## config.mk

```make
export PLATFORM = sky130hd
export DESIGN_NAME = flash_pin_iface
export DESIGN_NICKNAME = d
export VERILOG_FILES = /design/src/inc/flash_pin_pkg.sv /design/src/inc/pin_sync_if.sv /design/src/logic/pin_sampler.sv /design/src/logic/flash_pin_iface.sv
export SDC_FILE = /design/constraint.sdc
export NUM_CORES = 1
export LEC_CHECK = 0
export ABC_CLOCK_PERIOD_IN_PS = 1800
export BUFFER_PORTS_ARGS = -buffer_cell sky130_fd_sc_hd__buf_2
export CAP_MARGIN = 10
export CORE_ASPECT_RATIO = 0.75
export CORE_UTILIZATION = 30
export DETAILED_ROUTE_END_ITERATION = 10
export GPL_ROUTABILITY_DRIVEN = 0
export PLACE_DENSITY = 0.58
export SLEW_MARGIN = 40
export SYNTH_ARGS = -nofsm -noshare
export SYNTH_HDL_FRONTEND = slang
export SYNTH_SLANG_ARGS = --single-unit
```

## constraint.sdc

```tcl
create_clock -name i_clk -period 1.8 [get_ports i_clk]
set_clock_uncertainty 0.2 [all_clocks]
set_input_delay 0.09 -clock i_clk [delete_from_list [all_inputs] [get_ports i_clk]]
set_output_delay 0.09 -clock i_clk [all_outputs]
set_load 0.03 [all_outputs]
```

## src/inc/flash_pin_pkg.sv

```systemverilog
// constants and types for the serial flash pin interface
// assumes a single 125 MHz core clock that oversamples the serial clock pin
package flash_pin_pkg;
   // transfer widths selected by the core for the data phase
   typedef enum logic [1:0] {
      width_single,
      width_dual,
      width_quad
   } line_width_e;

   localparam int unsigned CLK_PERIOD_NS   = 8;
   localparam int unsigned SYNC_STAGES     = 2;
   localparam int unsigned BIT_COUNT_W     = 16;
   localparam logic [15:0] BIT_COUNT_RESET = 16'h0000;
   localparam logic [7:0]  SHIFT_RESET     = 8'h00;
   localparam logic [3:0]  OUT_RESET       = 4'h0;
   // synchroniser value after reset, {clock, select, lines 3..0}: clock low,
   // deselected, protect and hold lines at their idle high level, so that
   // no false pin edge follows reset
   localparam logic [5:0]  SYNC_RESET      = 6'h1C;
   // status protect pattern (hi, lo) under which the write protect pin guards
   localparam logic [1:0]  PROTECT_BY_PIN  = 2'h1;
   // position of the status-protect-lo bit inside that pattern
   localparam int unsigned PROTECT_LO_POS  = 0;
endpackage : flash_pin_pkg

```

## src/inc/pin_sync_if.sv

```systemverilog
// carries synchronised pin levels between the sampler and the main block
// assumes both ends share i_clk
`timescale 1ns/100ps
`default_nettype none
interface pin_sync_if;
   logic       sck;     // synchronised serial clock level
   logic       cs_n;    // synchronised chip select, active low
   logic [3:0] io_in;   // synchronised data lines 3..0
   modport source (output sck, cs_n, io_in);
   modport sink   (input  sck, cs_n, io_in);
endinterface : pin_sync_if
`default_nettype wire

```

## src/logic/pin_sampler.sv

```systemverilog
// two-stage synchroniser for the asynchronous serial flash pins
// assumes pins change at a rate well below i_clk
`timescale 1ns/100ps
`default_nettype none
module pin_sampler (
   // clock and reset
   input  wire logic   i_clk,
   input  wire logic   i_resetn,
   // raw pins
   input  wire logic   i_sck,
   input  wire logic   i_cs_n,
   input  wire logic [3:0] i_io,
   // synchronised levels
   pin_sync_if.source  sync
);
   import flash_pin_pkg::*;

   typedef struct packed {
      logic [5:0] meta;
      logic [5:0] stable;
   } sampler_s;

   sampler_s state_reg;
   sampler_s state_next;

   // first stage feeds only the second stage
   always_comb begin
      state_next        = state_reg;
      state_next.meta   = {i_sck, i_cs_n, i_io};
      state_next.stable = state_reg.meta;
   end

   // chip select resets high so the device starts deselected; the protect and
   // hold lines reset high to match the edge detectors behind them
   always_ff @(posedge i_clk) begin
      if (!i_resetn) begin
         state_reg <= '{meta: SYNC_RESET, stable: SYNC_RESET};
      end else begin
         state_reg <= state_next;
      end
   end

   assign sync.sck   = state_reg.stable[5];
   assign sync.cs_n  = state_reg.stable[4];
   assign sync.io_in = state_reg.stable[3:0];
endmodule : pin_sampler
`default_nettype wire

```

## src/logic/flash_pin_iface.sv

```systemverilog
// pin-level front end of a serial flash: framing, bit capture, data launch,
// write protect and the fourth pin's hold or reset function
// assumes the core above supplies read data and the mode bits; the pin pads
// combine out/enable pairs; pull-up on write protect is emulated here
`timescale 1ns/100ps
`default_nettype none

// Functional notes
// - chip select edges frame each operation
// - deselected means standby, not deep power-down
// - input line ignored while deselected
// - output line floats while deselected
// - standby waits for self-timed cycle end
// - capture input bits on clock rise
// - launch read bits on clock fall
// - dual/quad reads drive two or four lines
// - low protect pin blocks status writes under protect pattern 01
// - quad enable turns protect pin into data
// - protect pin defaults high when floating
// - fourth pin is pause or reset
// - pause only while selected and clock low
module flash_pin_iface (
   // clock and reset
   input  wire logic                      i_clk,
   input  wire logic                      i_resetn,
   // flash pins (asynchronous)
   input  wire logic                      i_sck,
   input  wire logic                      i_cs_n,
   input  wire logic [3:0]                i_io,
   output logic      [3:0]                o_io,
   output logic      [3:0]                o_io_oe,
   // write protect pad state, low when nothing drives it
   input  wire logic                      i_wp_driven,
   // mode bits from the status registers
   input  wire logic                      i_quad_enable_bit,
   input  wire logic                      i_status_protect_hi_bit,
   input  wire logic                      i_status_protect_lo_bit,
   input  wire logic                      i_hold_reset_sel,
   // core side: data phase control
   input  wire logic                      i_read_phase,
   input  wire flash_pin_pkg::line_width_e i_read_width,
   input  wire logic [3:0]                i_read_bits,
   input  wire logic                      i_busy,
   // core side: results
   output logic                           o_op_start,
   output logic                           o_op_end,
   output logic                           o_bit_valid,
   output logic                           o_bit_value,
   output logic      [15:0]               o_bit_count,
   output logic      [7:0]                o_shift,
   output logic                           o_read_advance,
   output logic                           o_selected,
   output logic                           o_standby,
   output logic                           o_status_locked,
   output logic                           o_paused,
   output logic                           o_hw_reset
);
   import flash_pin_pkg::*;

   pin_sync_if sync_bus ();

   pin_sampler u_sampler (
      .i_clk    (i_clk),
      .i_resetn (i_resetn),
      .i_sck    (i_sck),
      .i_cs_n   (i_cs_n),
      .i_io     (i_io),
      .sync     (sync_bus.source)
   );

   typedef struct packed {
      logic        sck_d;
      logic        cs_n_d;
      logic        hold_d;
      logic        wp_d;
      logic [3:0]  io;
      logic [3:0]  io_oe;
      logic        op_start;
      logic        op_end;
      logic        bit_valid;
      logic        bit_value;
      logic [15:0] bit_count;
      logic [7:0]  shift;
      logic        read_advance;
      logic        selected;
      logic        standby;
      logic        end_pending;
      logic        status_locked;
      logic        paused;
      logic        hw_reset;
   } front_s;

   front_s state_reg;
   front_s state_next;

   // mask of the lines driven in the data phase
   function automatic logic [3:0] lane_mask(input line_width_e w);
      case (w)
         width_dual: lane_mask = 4'h3;
         width_quad: lane_mask = 4'hF;
         default:    lane_mask = 4'h2;
      endcase
   endfunction : lane_mask

   logic sck_rise;
   logic sck_fall;
   logic cs_fall;
   logic cs_rise;
   logic hold_pin;
   logic wp_level;
   logic hold_mode;

   // edge detection reads only the second synchroniser stage
   assign sck_rise  = sync_bus.sck & ~state_reg.sck_d;
   assign sck_fall  = ~sync_bus.sck & state_reg.sck_d;
   assign cs_fall   = ~sync_bus.cs_n & state_reg.cs_n_d;
   assign cs_rise   = sync_bus.cs_n & ~state_reg.cs_n_d;
   assign hold_pin  = sync_bus.io_in[3];
   // unused pad reads as high, like an internal pull-up
   assign wp_level  = sync_bus.io_in[2] | ~i_wp_driven;
   assign hold_mode = ~i_quad_enable_bit & ~i_hold_reset_sel;

   always_comb begin
      state_next              = state_reg;
      state_next.sck_d        = sync_bus.sck;
      state_next.cs_n_d       = sync_bus.cs_n;
      state_next.hold_d       = hold_pin;
      state_next.wp_d         = wp_level;
      state_next.op_start     = cs_fall;
      state_next.op_end       = cs_rise;
      state_next.bit_valid    = 1'b0;
      state_next.read_advance = 1'b0;

      // protect pin only guards when quad mode is off and pattern matches
      state_next.status_locked = ~i_quad_enable_bit
         & ({i_status_protect_hi_bit, i_status_protect_lo_bit} == PROTECT_BY_PIN)
         & ~state_reg.wp_d;

      // fourth pin as a level-sensitive hardware reset when selected for it
      state_next.hw_reset = ~i_quad_enable_bit & i_hold_reset_sel & ~hold_pin;

      // pause starts and ends on pin edges with the clock low, and also ends on deselect or when hold mode is off
      if (!sync_bus.cs_n && hold_mode && !sync_bus.sck) begin
         if (state_reg.hold_d && !hold_pin) begin
            state_next.paused = 1'b1;
         end else if (!state_reg.hold_d && hold_pin) begin
            state_next.paused = 1'b0;
         end
      end
      if (sync_bus.cs_n || !hold_mode) begin
         state_next.paused = 1'b0;
      end

      if (cs_fall) begin
         state_next.selected  = 1'b1;
         state_next.standby   = 1'b0;
         state_next.bit_count = BIT_COUNT_RESET;
         state_next.shift     = SHIFT_RESET;
      end

      if (sync_bus.cs_n) begin
         // deselected: lines float, clock and input ignored
         state_next.selected = 1'b0;
         state_next.io_oe    = 4'h0;
         state_next.io       = OUT_RESET;
         if (cs_rise) begin
            state_next.end_pending = 1'b1;
         end
      end else if (!state_reg.paused && !state_reg.hw_reset) begin
         if (sck_rise && !i_read_phase) begin
            state_next.bit_valid = 1'b1;
            state_next.bit_value = sync_bus.io_in[0];
            state_next.shift     = {state_reg.shift[6:0], sync_bus.io_in[0]};
            state_next.bit_count = state_reg.bit_count + 16'h0001;
         end
         if (sck_fall && i_read_phase) begin
            // single reads use line one; dual also turns line zero, quad turns all four lines
            state_next.io_oe        = lane_mask(i_read_width);
            state_next.read_advance = 1'b1;
            if (i_read_width == width_single) begin
               state_next.io = {2'b00, i_read_bits[0], 1'b0};
            end else begin
               state_next.io = i_read_bits;
            end
         end else if (!i_read_phase) begin
            state_next.io_oe = 4'h0;
         end
      end

      // standby entry deferred while a self-timed cycle runs
      if (state_reg.end_pending && sync_bus.cs_n && !i_busy) begin
         state_next.standby     = 1'b1;
         state_next.end_pending = 1'b0;
      end
      if (!sync_bus.cs_n) begin
         state_next.end_pending = 1'b0;
      end
   end

   always_ff @(posedge i_clk) begin
      if (!i_resetn) begin
         state_reg <= '{sck_d: 1'b0, cs_n_d: 1'b1, hold_d: 1'b1, wp_d: 1'b1,
                        io: OUT_RESET, io_oe: 4'h0, bit_count: BIT_COUNT_RESET,
                        shift: SHIFT_RESET, standby: 1'b1, default: 1'b0};
      end else begin
         state_reg <= state_next;
      end
   end

   assign o_io            = state_reg.io;
   assign o_io_oe         = state_reg.io_oe;
   assign o_op_start      = state_reg.op_start;
   assign o_op_end        = state_reg.op_end;
   assign o_bit_valid     = state_reg.bit_valid;
   assign o_bit_value     = state_reg.bit_value;
   assign o_bit_count     = state_reg.bit_count;
   assign o_shift         = state_reg.shift;
   assign o_read_advance  = state_reg.read_advance;
   assign o_selected      = state_reg.selected;
   assign o_standby       = state_reg.standby;
   assign o_status_locked = state_reg.status_locked;
   assign o_paused        = state_reg.paused;
   assign o_hw_reset      = state_reg.hw_reset;
endmodule : flash_pin_iface
`default_nettype wire

```

Yosys cells after proc, flatten, opt, wreduce, memory -nomap -nowiden
Index checks and enable logic that the tools add are counted.
{ "op_classes": {"eq_ne": 4, "add_sub_neg": 1, "reduce_logical": 31, "bitwise_logic": 21, "mux": 11} }
{ "op_table": {"columns": ["op", "count"], "rows": [
  ["$mux W25", 2],
  ["$mux W26", 1],
  ["$mux W24", 1],
  ["$add A16 B1 Y16 const B", 1],
  ["$mux W4", 3],
  ["$not A1 Y1", 11],
  ["$and A1 B1 Y1", 9],
  ["$logic_and A1 B1 Y1", 9],
  ["$logic_not A1 Y1", 9],
  ["$pmux W4 S2", 1],
  ["$reduce_and A2 Y1", 4],
  ["$reduce_or A2 Y1", 3],
  ["$reduce_or A3 Y1", 2],
  ["$eq A2 B1 Y1 const B", 2],
  ["$mux W1", 3],
  ["$reduce_and A3 Y1", 1],
  ["$eq A2 B2 Y1 const B", 1],
  ["$logic_not A2 Y1", 1],
  ["$ne A2 B1 Y1 const B", 1],
  ["$reduce_bool A2 Y1", 1],
  ["$logic_or A1 B1 Y1", 1],
  ["$or A1 B1 Y1", 1]
]} }
{ "word_totals": {"ff_bits": 59, "out_inout_bits": 42} }

Logic depth before layout (Yosys ltp)
Gate-level depths: netlist of run 1.
{ "depth": {"depth_word": 6, "ltp_mapped": 5, "depth_no_buf": 5} }

Hierarchy
A second synthesis of run 1 with hierarchy kept.
{ "hier_totals": {"hier_cells": 261, "hier_area_um2": 2489.9} }
{ "by_module_without_submodules": {"columns": ["module", "area_each_um2", "cells_per_inst", "n_inst"], "rows": [
  ["flash_pin_iface", 2167.1, 236, 1],
  ["pin_sampler", 322.8, 25, 1]
]} }

Worst setup path after synthesis of run 1
Ideal clock, no wire load.
{ "synth_path": {"path_kind": "register to register", "startpoint": "register state_reg, in the netlist o_paused", "endpoint": "register state_reg, in the netlist o_bit_count[10]", "t_required_ps": 1541, "arrival_ps": 1822, "setup_ps": 59, "slack_ps": -281, "stages_incl_launch_ff": 5, "cell_sequence": "dfxtp_1 or3_1 or4_4 or4_1 nand2_1"} }
{ "synth_between": {"elab_chain_len": 4} }
{ "synth_lines": {"columns": ["item", "line", "source"], "rows": [
  ["from (decl)", "flash_pin_iface.sv:93", "front_s state_reg;"],
  ["from (signal assigned)", "flash_pin_iface.sv:202", "state_reg <= '{sck_d: 1'b0, cs_n_d: 1'b1, hold_d: 1'b1, wp_d: 1'b1,"],
  ["from (signal assigned)", "flash_pin_iface.sv:206", "state_reg <= state_next;"],
  ["$logic_not A1 Y1", "flash_pin_iface.sv:169", "end else if (!state_reg.paused && !state_reg.hw_reset) begin"],
  ["$logic_and A1 B1 Y1", "flash_pin_iface.sv:169", null],
  ["$mux W25", "flash_pin_iface.sv:169", null],
  ["$mux W25", "flash_pin_iface.sv:161", "if (sync_bus.cs_n) begin"]
]} }
No other way between the ends.
A chain may end at the register's enable or synchronous reset.

Worst setup path after layout of run 1
{ "layout_path": {"startpoint": "register u_sampler.state_reg, in the netlist u_sampler.sync.sck", "endpoint": "register state_reg, in the netlist o_bit_count[14]"} }
{ "layout_between": {"elab_chain_len": 5} }
{ "layout_lines": {"columns": ["item", "line", "source"], "rows": [
  ["from (decl)", "pin_sampler.sv:23", "sampler_s state_reg;"],
  ["from (signal assigned)", "pin_sampler.sv:37", "state_reg <= '{meta: SYNC_RESET, stable: SYNC_RESET};"],
  ["from (signal assigned)", "pin_sampler.sv:39", "state_reg <= state_next;"],
  ["$and A1 B1 Y1", "flash_pin_iface.sv:114", "assign sck_rise = sync_bus.sck & ~state_reg.sck_d;"],
  ["$logic_and A1 B1 Y1", "flash_pin_iface.sv:170", "if (sck_rise && !i_read_phase) begin"],
  ["$mux W26", "flash_pin_iface.sv:170", null],
  ["$mux W25", "flash_pin_iface.sv:169", null],
  ["$mux W25", "flash_pin_iface.sv:161", null]
]} }
No other way between the ends.

==> results of run 1 <==
cells by family (layout without fill, tap and decap cells):
logic type      count (synthesis)  count (layout)  share of synthesized area [%]
xor+xnor                        3               3                           1.11
compound gates                 40              40                           10.9
fa+ha+maj                       4               4                           2.11
simple gates                  102             102                           23.3
buf+inv                        48             132                           12.8
mux                             6               6                           2.53
flops                          56              56                           47.3
Yosys cell counts:
| cell type | n | area [um^2] |
|---|---|---|
| nor3_2 | 1 | 10.0 |
| xnor2_1 | 2 | 17.5 |
| or4_1 | 1 | 7.51 |
| or3b_1 | 1 | 8.76 |
| ha_1 | 4 | 50.1 |
| nor4b_1 | 2 | 17.5 |
| inv_1 | 9 | 33.8 |
| a31oi_1 | 1 | 6.26 |
| and2_1 | 6 | 37.5 |
| a211oi_1 | 1 | 7.51 |
| a31o_2 | 1 | 8.76 |
| a22o_1 | 9 | 78.8 |
| a21oi_1 | 15 | 75.1 |
| dfxtp_1 | 56 | 1120 |
| or3_1 | 2 | 12.5 |
| nor2b_1 | 2 | 12.5 |
| xor2_1 | 1 | 8.76 |
| buf_4 | 32 | 240 |
| nor3_1 | 10 | 50.1 |
| nor2_1 | 19 | 71.3 |
| or4_4 | 1 | 11.3 |
| nand4_1 | 3 | 18.8 |
| o21ai_0 | 7 | 35.0 |
| or2_2 | 2 | 12.5 |
| nand3_1 | 11 | 55.1 |
| mux2i_1 | 6 | 60.1 |
| nor3b_1 | 2 | 15.0 |
| nor4_1 | 6 | 37.5 |
| buf_2 | 2 | 10.0 |
| nand2b_1 | 12 | 75.1 |
| clkbuf_1 | 5 | 18.8 |
| nand2_1 | 15 | 56.3 |
| o21ai_1 | 1 | 5.00 |
| a22oi_1 | 2 | 15.0 |
| a41oi_1 | 1 | 8.76 |
| o2111ai_1 | 1 | 8.76 |
| nand3b_1 | 4 | 30.0 |
| a211o_1 | 1 | 8.76 |
| and3_1 | 2 | 12.5 |
cell type report:
cell class | count | area (um^2)
Fill cell | 784 | 4260
Sequential cell | 56 | 1130
Multi-Input combinational cell | 155 | 1060
Timing Repair Buffer | 115 | 793
Tap cell | 101 | 126
Clock buffer | 6 | 82.6
Inverter | 9 | 33.8
Clock inverter | 2 | 17.5
power groups by stage:
stage	registers [mW]	clock network [mW]	logic, mW
after global placement	1.29	0	0.129
after detailed placement	1.29	0	0.129
after floorplan	1.29	0	0.0632
final	1.26	0.754	0.175
after global routing	1.26	0.842	0.191
after CTS	1.26	0.787	0.163
timing repair:
action                                 4_1_cts  5_1_grt
hold buffers                                18        0
endpoints found under the hold margin       18        0
pin swaps                                    3        4
setup endpoints to repair                   12       15
setup buffers                                4        2
cloned                                       0        1
gates resized for setup                     10       11
per-layer routing:
layer / part of all wire, % / wire [um]
met4: 0.33 / 18
met3: 6.5 / 352
met5: 0 / 0
met2: 43 / 2370
met1: 50 / 2710
worst paths after layout:
kind,end,slack (ns),from,cells past startpoint
worst min register to register,u_sampler.sync.io_in[3],0.22,u_sampler.state_next[3],1
worst min-delay path,state_reg[44],0.03,i_resetn,3
worst max register to register,o_bit_count[14],-0.20,u_sampler.sync.sck,5
worst max-delay path,o_bit_count[14],-0.20,u_sampler.sync.sck,5
worst reg2reg max path, delay by kind of cell, from the launching register on:
family        cells  cell delay (ns)
simple gates      3             1.05
flops             1             0.34
buf+inv           1             0.16
mux               1             0.19
per-stage QoR:
stage                     hold slack [ns]  cells  setup slack [ns]  setup TNS [ns]
final                              0.0337    444            -0.204           -1.13
after detailed placement           0.0576    411            -0.178          -0.749
after global routing               0.0410    444            -0.250           -1.83
after CTS                          0.0318    441            -0.199          -0.762
after global placement             0.0688    411            -0.167          -0.548
after floorplan                   -0.0412    259            -0.184          -0.729
==> results.json, run 1 <==
{
  "p_seq_share_pct": 57.6,
  "max-clock-path-buffers": 2,
  "synth_cell_types": 39,
  "die_area_um2": 8260,
  "relSlewSlack_pct": 75.3,
  "grt_busiest_layer": "met2",
  "cts_tree": "yes",
  "grt_max_degree": 34,
  "timing.fmax_mhz": 499,
  "syn_inst": 259,
  "finalSetupViolCount": 9,
  "placed_area_um2": 2790,
  "final_common_cell": "buf_2",
  "initialDrtViolationCount": 80,
  "met3_usage_pct": 4.02,
  "core-area_um2": 7500,
  "wl_per_cell_um": 12.3,
  "synthToLayoutAreaGrowth_pct": 36.6,
  "post-route-util_pct": 43.2,
  "gr-usage-all-layers_pct": 13.2,
  "p_leak_nw": 1.49,
  "synth_area_per_cell_um2": 9.15,
  "dieHeight_um": 79.0,
  "vias": 2002,
  "initial_core_util_pct": 31.6,
  "cp_slowest_cell": "or4_4",
  "comb_power_share_pct": 8.0,
  "period_needed_ns": 2.00,
  "drive_above_1_share_pct": 36.7,
  "largest_reg_flops": 16,
  "antenna_left": 0,
  "layout_worst_path_cycle_share_pct": 111,
  "antenna_found_initial": 0,
  "grt_pass1_wl_um": 8800,
  "design_area_um2": 3240,
  "post-route-drc-count": 0,
  "cellPowerDensity_nw_per_um2": 676,
  "grt_util_met2_pct": 20.5,
  "path_delay_family": "simple AND/OR/NAND/NOR gates",
  "syn-cell-area_um2": 2370,
  "yosys_warnings": 0,
  "synth-seq-cells": 56,
  "required_ns": 1.85,
  "crit_chain": "or3b_4 -> or4_4 -> buf_4 -> nor3_4 -> mux2i_1",
  "worstSkewPairLatency_ns": 0.31,
  "numPortBuffers": 61,
  "numCtsBuffers": 5,
  "cts-root-buf": "clkbuf_8",
  "detail_route.first_pass.iterations": 4,
  "tightest_slew_ns": 0.370,
  "rows": 27,
  "grt_overflow": 0,
  "routed_via_density": 4.51,
  "clk_pin_slew_ns": 0.10,
  "dieWidth_um": 105,
  "min_path_type": "primary input to flip-flop",
  "finalWorstSetupSlack_ns": -0.204,
  "post-dp-hpwl_um": 3780,
  "internal-power_mw": 1.67,
  "status": "finished, violations left",
  "pwr-share-clk_pct": 34.5,
  "violations": "setup timing",
  "ys_seq_area_share_pct": 47.3,
  "wl_um": 5450,
  "crit_arrival_ns": 2.05,
  "critPathMaxFanout": 5,
  "htreeDepth": 2,
  "rsz0062_at_grt": "true",
  "hold_viol": 0,
  "num_io_pins": 63,
  "crit_buf_inv": 1,
  "switching_share_pct": 23.7,
  "grt_pass1_vias": 1836,
  "nNetsFinal": 367,
  "final_cell_mix": "buf_2 (61), dfxtp_1 (53), buf_4 (32), nor2_1 (18), dlygate4sd3_1 (18)",
  "maxCapViolations": 0,
  "cts_sinks": 56,
  "end_kind": "flip-flop",
  "critPathMaxStageDelay_ns": 0.54,
  "grt_util_met1_pct": 18.0,
  "crit_type": "flip-flop to flip-flop",
  "p_sw_uw": 519,
  "synth.net_count": 284,
  "power.total_mw": 2.19,
  "critPathLaunchType": "flip-flop",
  "diodes": 0,
  "peakVddDrop_mv": 0.338,
  "slew_violations": 0
}
(Power assumes the default switching activity.)
==> inputs of run 2 (changes only) <==
- BUFFER_PORTS_ARGS: -buffer_cell sky130_fd_sc_hd__buf_2 -> not set
- DONT_BUFFER_PORTS: not set -> 1
- PLACE_DENSITY: 0.58 -> 0.51
==> run 2 against run 1 <==
The flow finishes with violations (hold timing, setup timing). First-iteration DRC count fell by 31%. Wire length is 3.5% higher. Clock power shrank 7.2%. Global-route usage decreased by 0.26 points. Fmax rose by 0.82%. Final area down 4.9%. Die area did not move. Flip-flop and latch count unchanged. Core utilization down 2.1 points. Register-to-register slack gained 0.02 ns. Critical path type unchanged. Critical endpoint is now o_bit_count[12]. Largest cell class unchanged. Highest routed layer unchanged.
==> results.json, run 2 (synthesized netlist as in run 1, its figures left out) <==
{
  "antenna_found_initial": 0,
  "regArea_um2": 1130,
  "status": "finished, violations left",
  "rsz0062_at_grt": "true",
  "vias": 1861,
  "design_area_um2": 3080,
  "layout_worst_path_cycle_share_pct": 110,
  "grt_pass1_vias": 1692,
  "worstSkewPairLatency_ns": 0.31,
  "period_needed_ns": 1.99,
  "critPathMaxStageDelay_ns": 0.51,
  "initial_core_util_pct": 31.6,
  "multiInputGateArea_um2": 1080,
  "min_path_type": "primary input to flip-flop",
  "worstHoldStart": "i_read_phase",
  "fin_hold_ws_ns": -0.230,
  "num_io_pins": 63,
  "place_inst": 357,
  "critPathLaunchType": "flip-flop",
  "htreeDepth": 2,
  "hold_buffers": 20,
  "clk_pin_slew_ns": 0.10,
  "wl_um": 5640,
  "finalSetupViolCount": 23,
  "post-dp-hpwl_um": 3580,
  "peakVddDrop_mv": 0.320,
  "crit_arrival_ns": 2.04,
  "post-route-drc-count": 0,
  "antenna_left": 0,
  "cts-root-buf": "clkbuf_8",
  "cts_tree": "yes",
  "required_ns": 1.85,
  "largest_reg_flops": 16,
  "diodes": 0,
  "crit_chain": "or3_4 -> or4_4 -> buf_4 -> nor3_4 -> mux2i_1",
  "end_kind": "flip-flop",
  "grt_overflow": 0,
  "numCtsBuffers": 5,
  "reg2reg_depth": 5,
  "final_cell_mix": "dfxtp_1 (53), buf_4 (40), dlygate4sd3_1 (18), nor2_1 (17), a21oi_1 (15)",
  "cts_sinks": 56,
  "timing.rr.start": "o_paused",
  "critPathMaxFanout": 5,
  "drive_above_1_share_pct": 27.0,
  "crit_type": "flip-flop to flip-flop",
  "gr-usage-all-layers_pct": 13.0,
  "finalWorstSetupSlack_ns": -0.188,
  "routed_via_density": 4.69,
  "numPortBuffers": 0,
  "cp_slowest_cell": "or4_4",
  "dieWidth_um": 105,
  "relSlewSlack_pct": 74.6,
  "slew_violations": 0,
  "p_leak_nw": 1.25,
  "placed_area_um2": 2530,
  "wl_per_cell_um": 14.2,
  "detail_route.first_pass.iterations": 4,
  "violations": "hold timing, setup timing",
  "timing.rr.end": "o_bit_count[12]",
  "grt_max_degree": 35,
  "grt_pass1_wl_um": 8450,
  "nNetsFinal": 320,
  "timing.fmax_mhz": 503,
  "cellPowerDensity_nw_per_um2": 691,
  "rrSetupSlack_ns": -0.19,
  "core-area_um2": 7500,
  "dieHeight_um": 79.0,
  "tightest_slew_ns": 0.378,
  "maxCapViolations": 0,
  "hold_viol": 8,
  "synthToLayoutAreaGrowth_pct": 29.8,
  "fillCellCount": 767,
  "stdcell_count": 397,
  "final_common_cell": "dfxtp_1",
  "rows": 27,
  "initialDrtViolationCount": 55,
  "die_area_um2": 8260,
  "hold_depth": 2,
  "cp-endpoint": "o_bit_count[12]",
  "max-clock-path-buffers": 2,
  "crit_start": "o_paused"
}
run 2: cell count changes in the layout (fill, tap and decap cells not counted), moves of 2 or more:
| cell | previous run | this run |
|---|---|---|
| buf_2 | 61 | 0 |
| inv_6 | 2 | 0 |
| buf_6 | 2 | 6 |
| o21ai_0 | 6 | 3 |
| o21ai_1 | 1 | 4 |
| buf_4 | 32 | 40 |
run 2: metrics by stage:
| step | setup slack, ns | total power [mW] | setup TNS (ns) | util (%) |
|---|---|---|---|---|
| final | -0.188 | 2.13 | -1.87 | 41.0 |
| after global routing | -0.252 | 2.23 | -3.65 | 41.0 |
| after global placement | -0.151 | 1.38 | -0.509 | 33.8 |
| after CTS | -0.178 | 2.12 | -0.735 | 38.3 |
| after detailed placement | -0.182 | 1.38 | -0.790 | 33.8 |
| after floorplan | -0.184 | 1.36 | -0.729 | - |
run 2: report_power, final:
group          switching [mW]  total (mW)  internal, mW
Combinational          0.0769       0.161        0.0843
Sequential             0.0129        1.27          1.25
Clock                   0.422       0.700         0.278
run 2: what timing repair did:
| item | 4_1_cts | 5_1_grt |
|---|---|---|
| gates cloned | 0 | 2 |
| setup endpoints to repair | 11 | 24 |
| buffers inserted | 2 | 8 |
| endpoints found under the hold margin | 47 | 8 |
| gates resized for setup | 5 | 31 |
| pin swaps | 1 | 14 |
run 2: worst min-delay path by stage:
stage	endpoint	slack [ns]
after global routing	o_read_advance	-0.21
after floorplan	o_paused	-0.04
after detailed placement	o_paused	-0.04
after global placement	state_reg[44]	-0.04
final	o_read_advance	-0.23
after CTS	o_read_advance	-0.24
run 2: cell type report:
type | instances | share of cell area [%]
flip-flops and latches | 56 | 36.6
multi-input cells | 155 | 35.1
repair buffers | 68 | 20.2
well taps | 101 | 4.11
clock buffers | 6 | 2.36
inverters | 9 | 1.10
clock inverters | 2 | 0.529
run 2: per-layer routing:
layer / part of all wire (%) / routed length, um / GRT usage (%)
met5: 0 / 0 / 0
met4: 0.90 / 51 / 4.23
met3: 6.3 / 353 / 4.84
met2: 46 / 2580 / 20.1
met1: 47 / 2660 / 16.6
run 2: worst max-delay path: cells and delay by family, from the launching register on:
kind | cells | cell delay (ns)
AND/OR/NAND/NOR | 3 | 1.02
flip-flops | 1 | 0.35
multiplexers | 1 | 0.18
buffers and inverters | 1 | 0.16
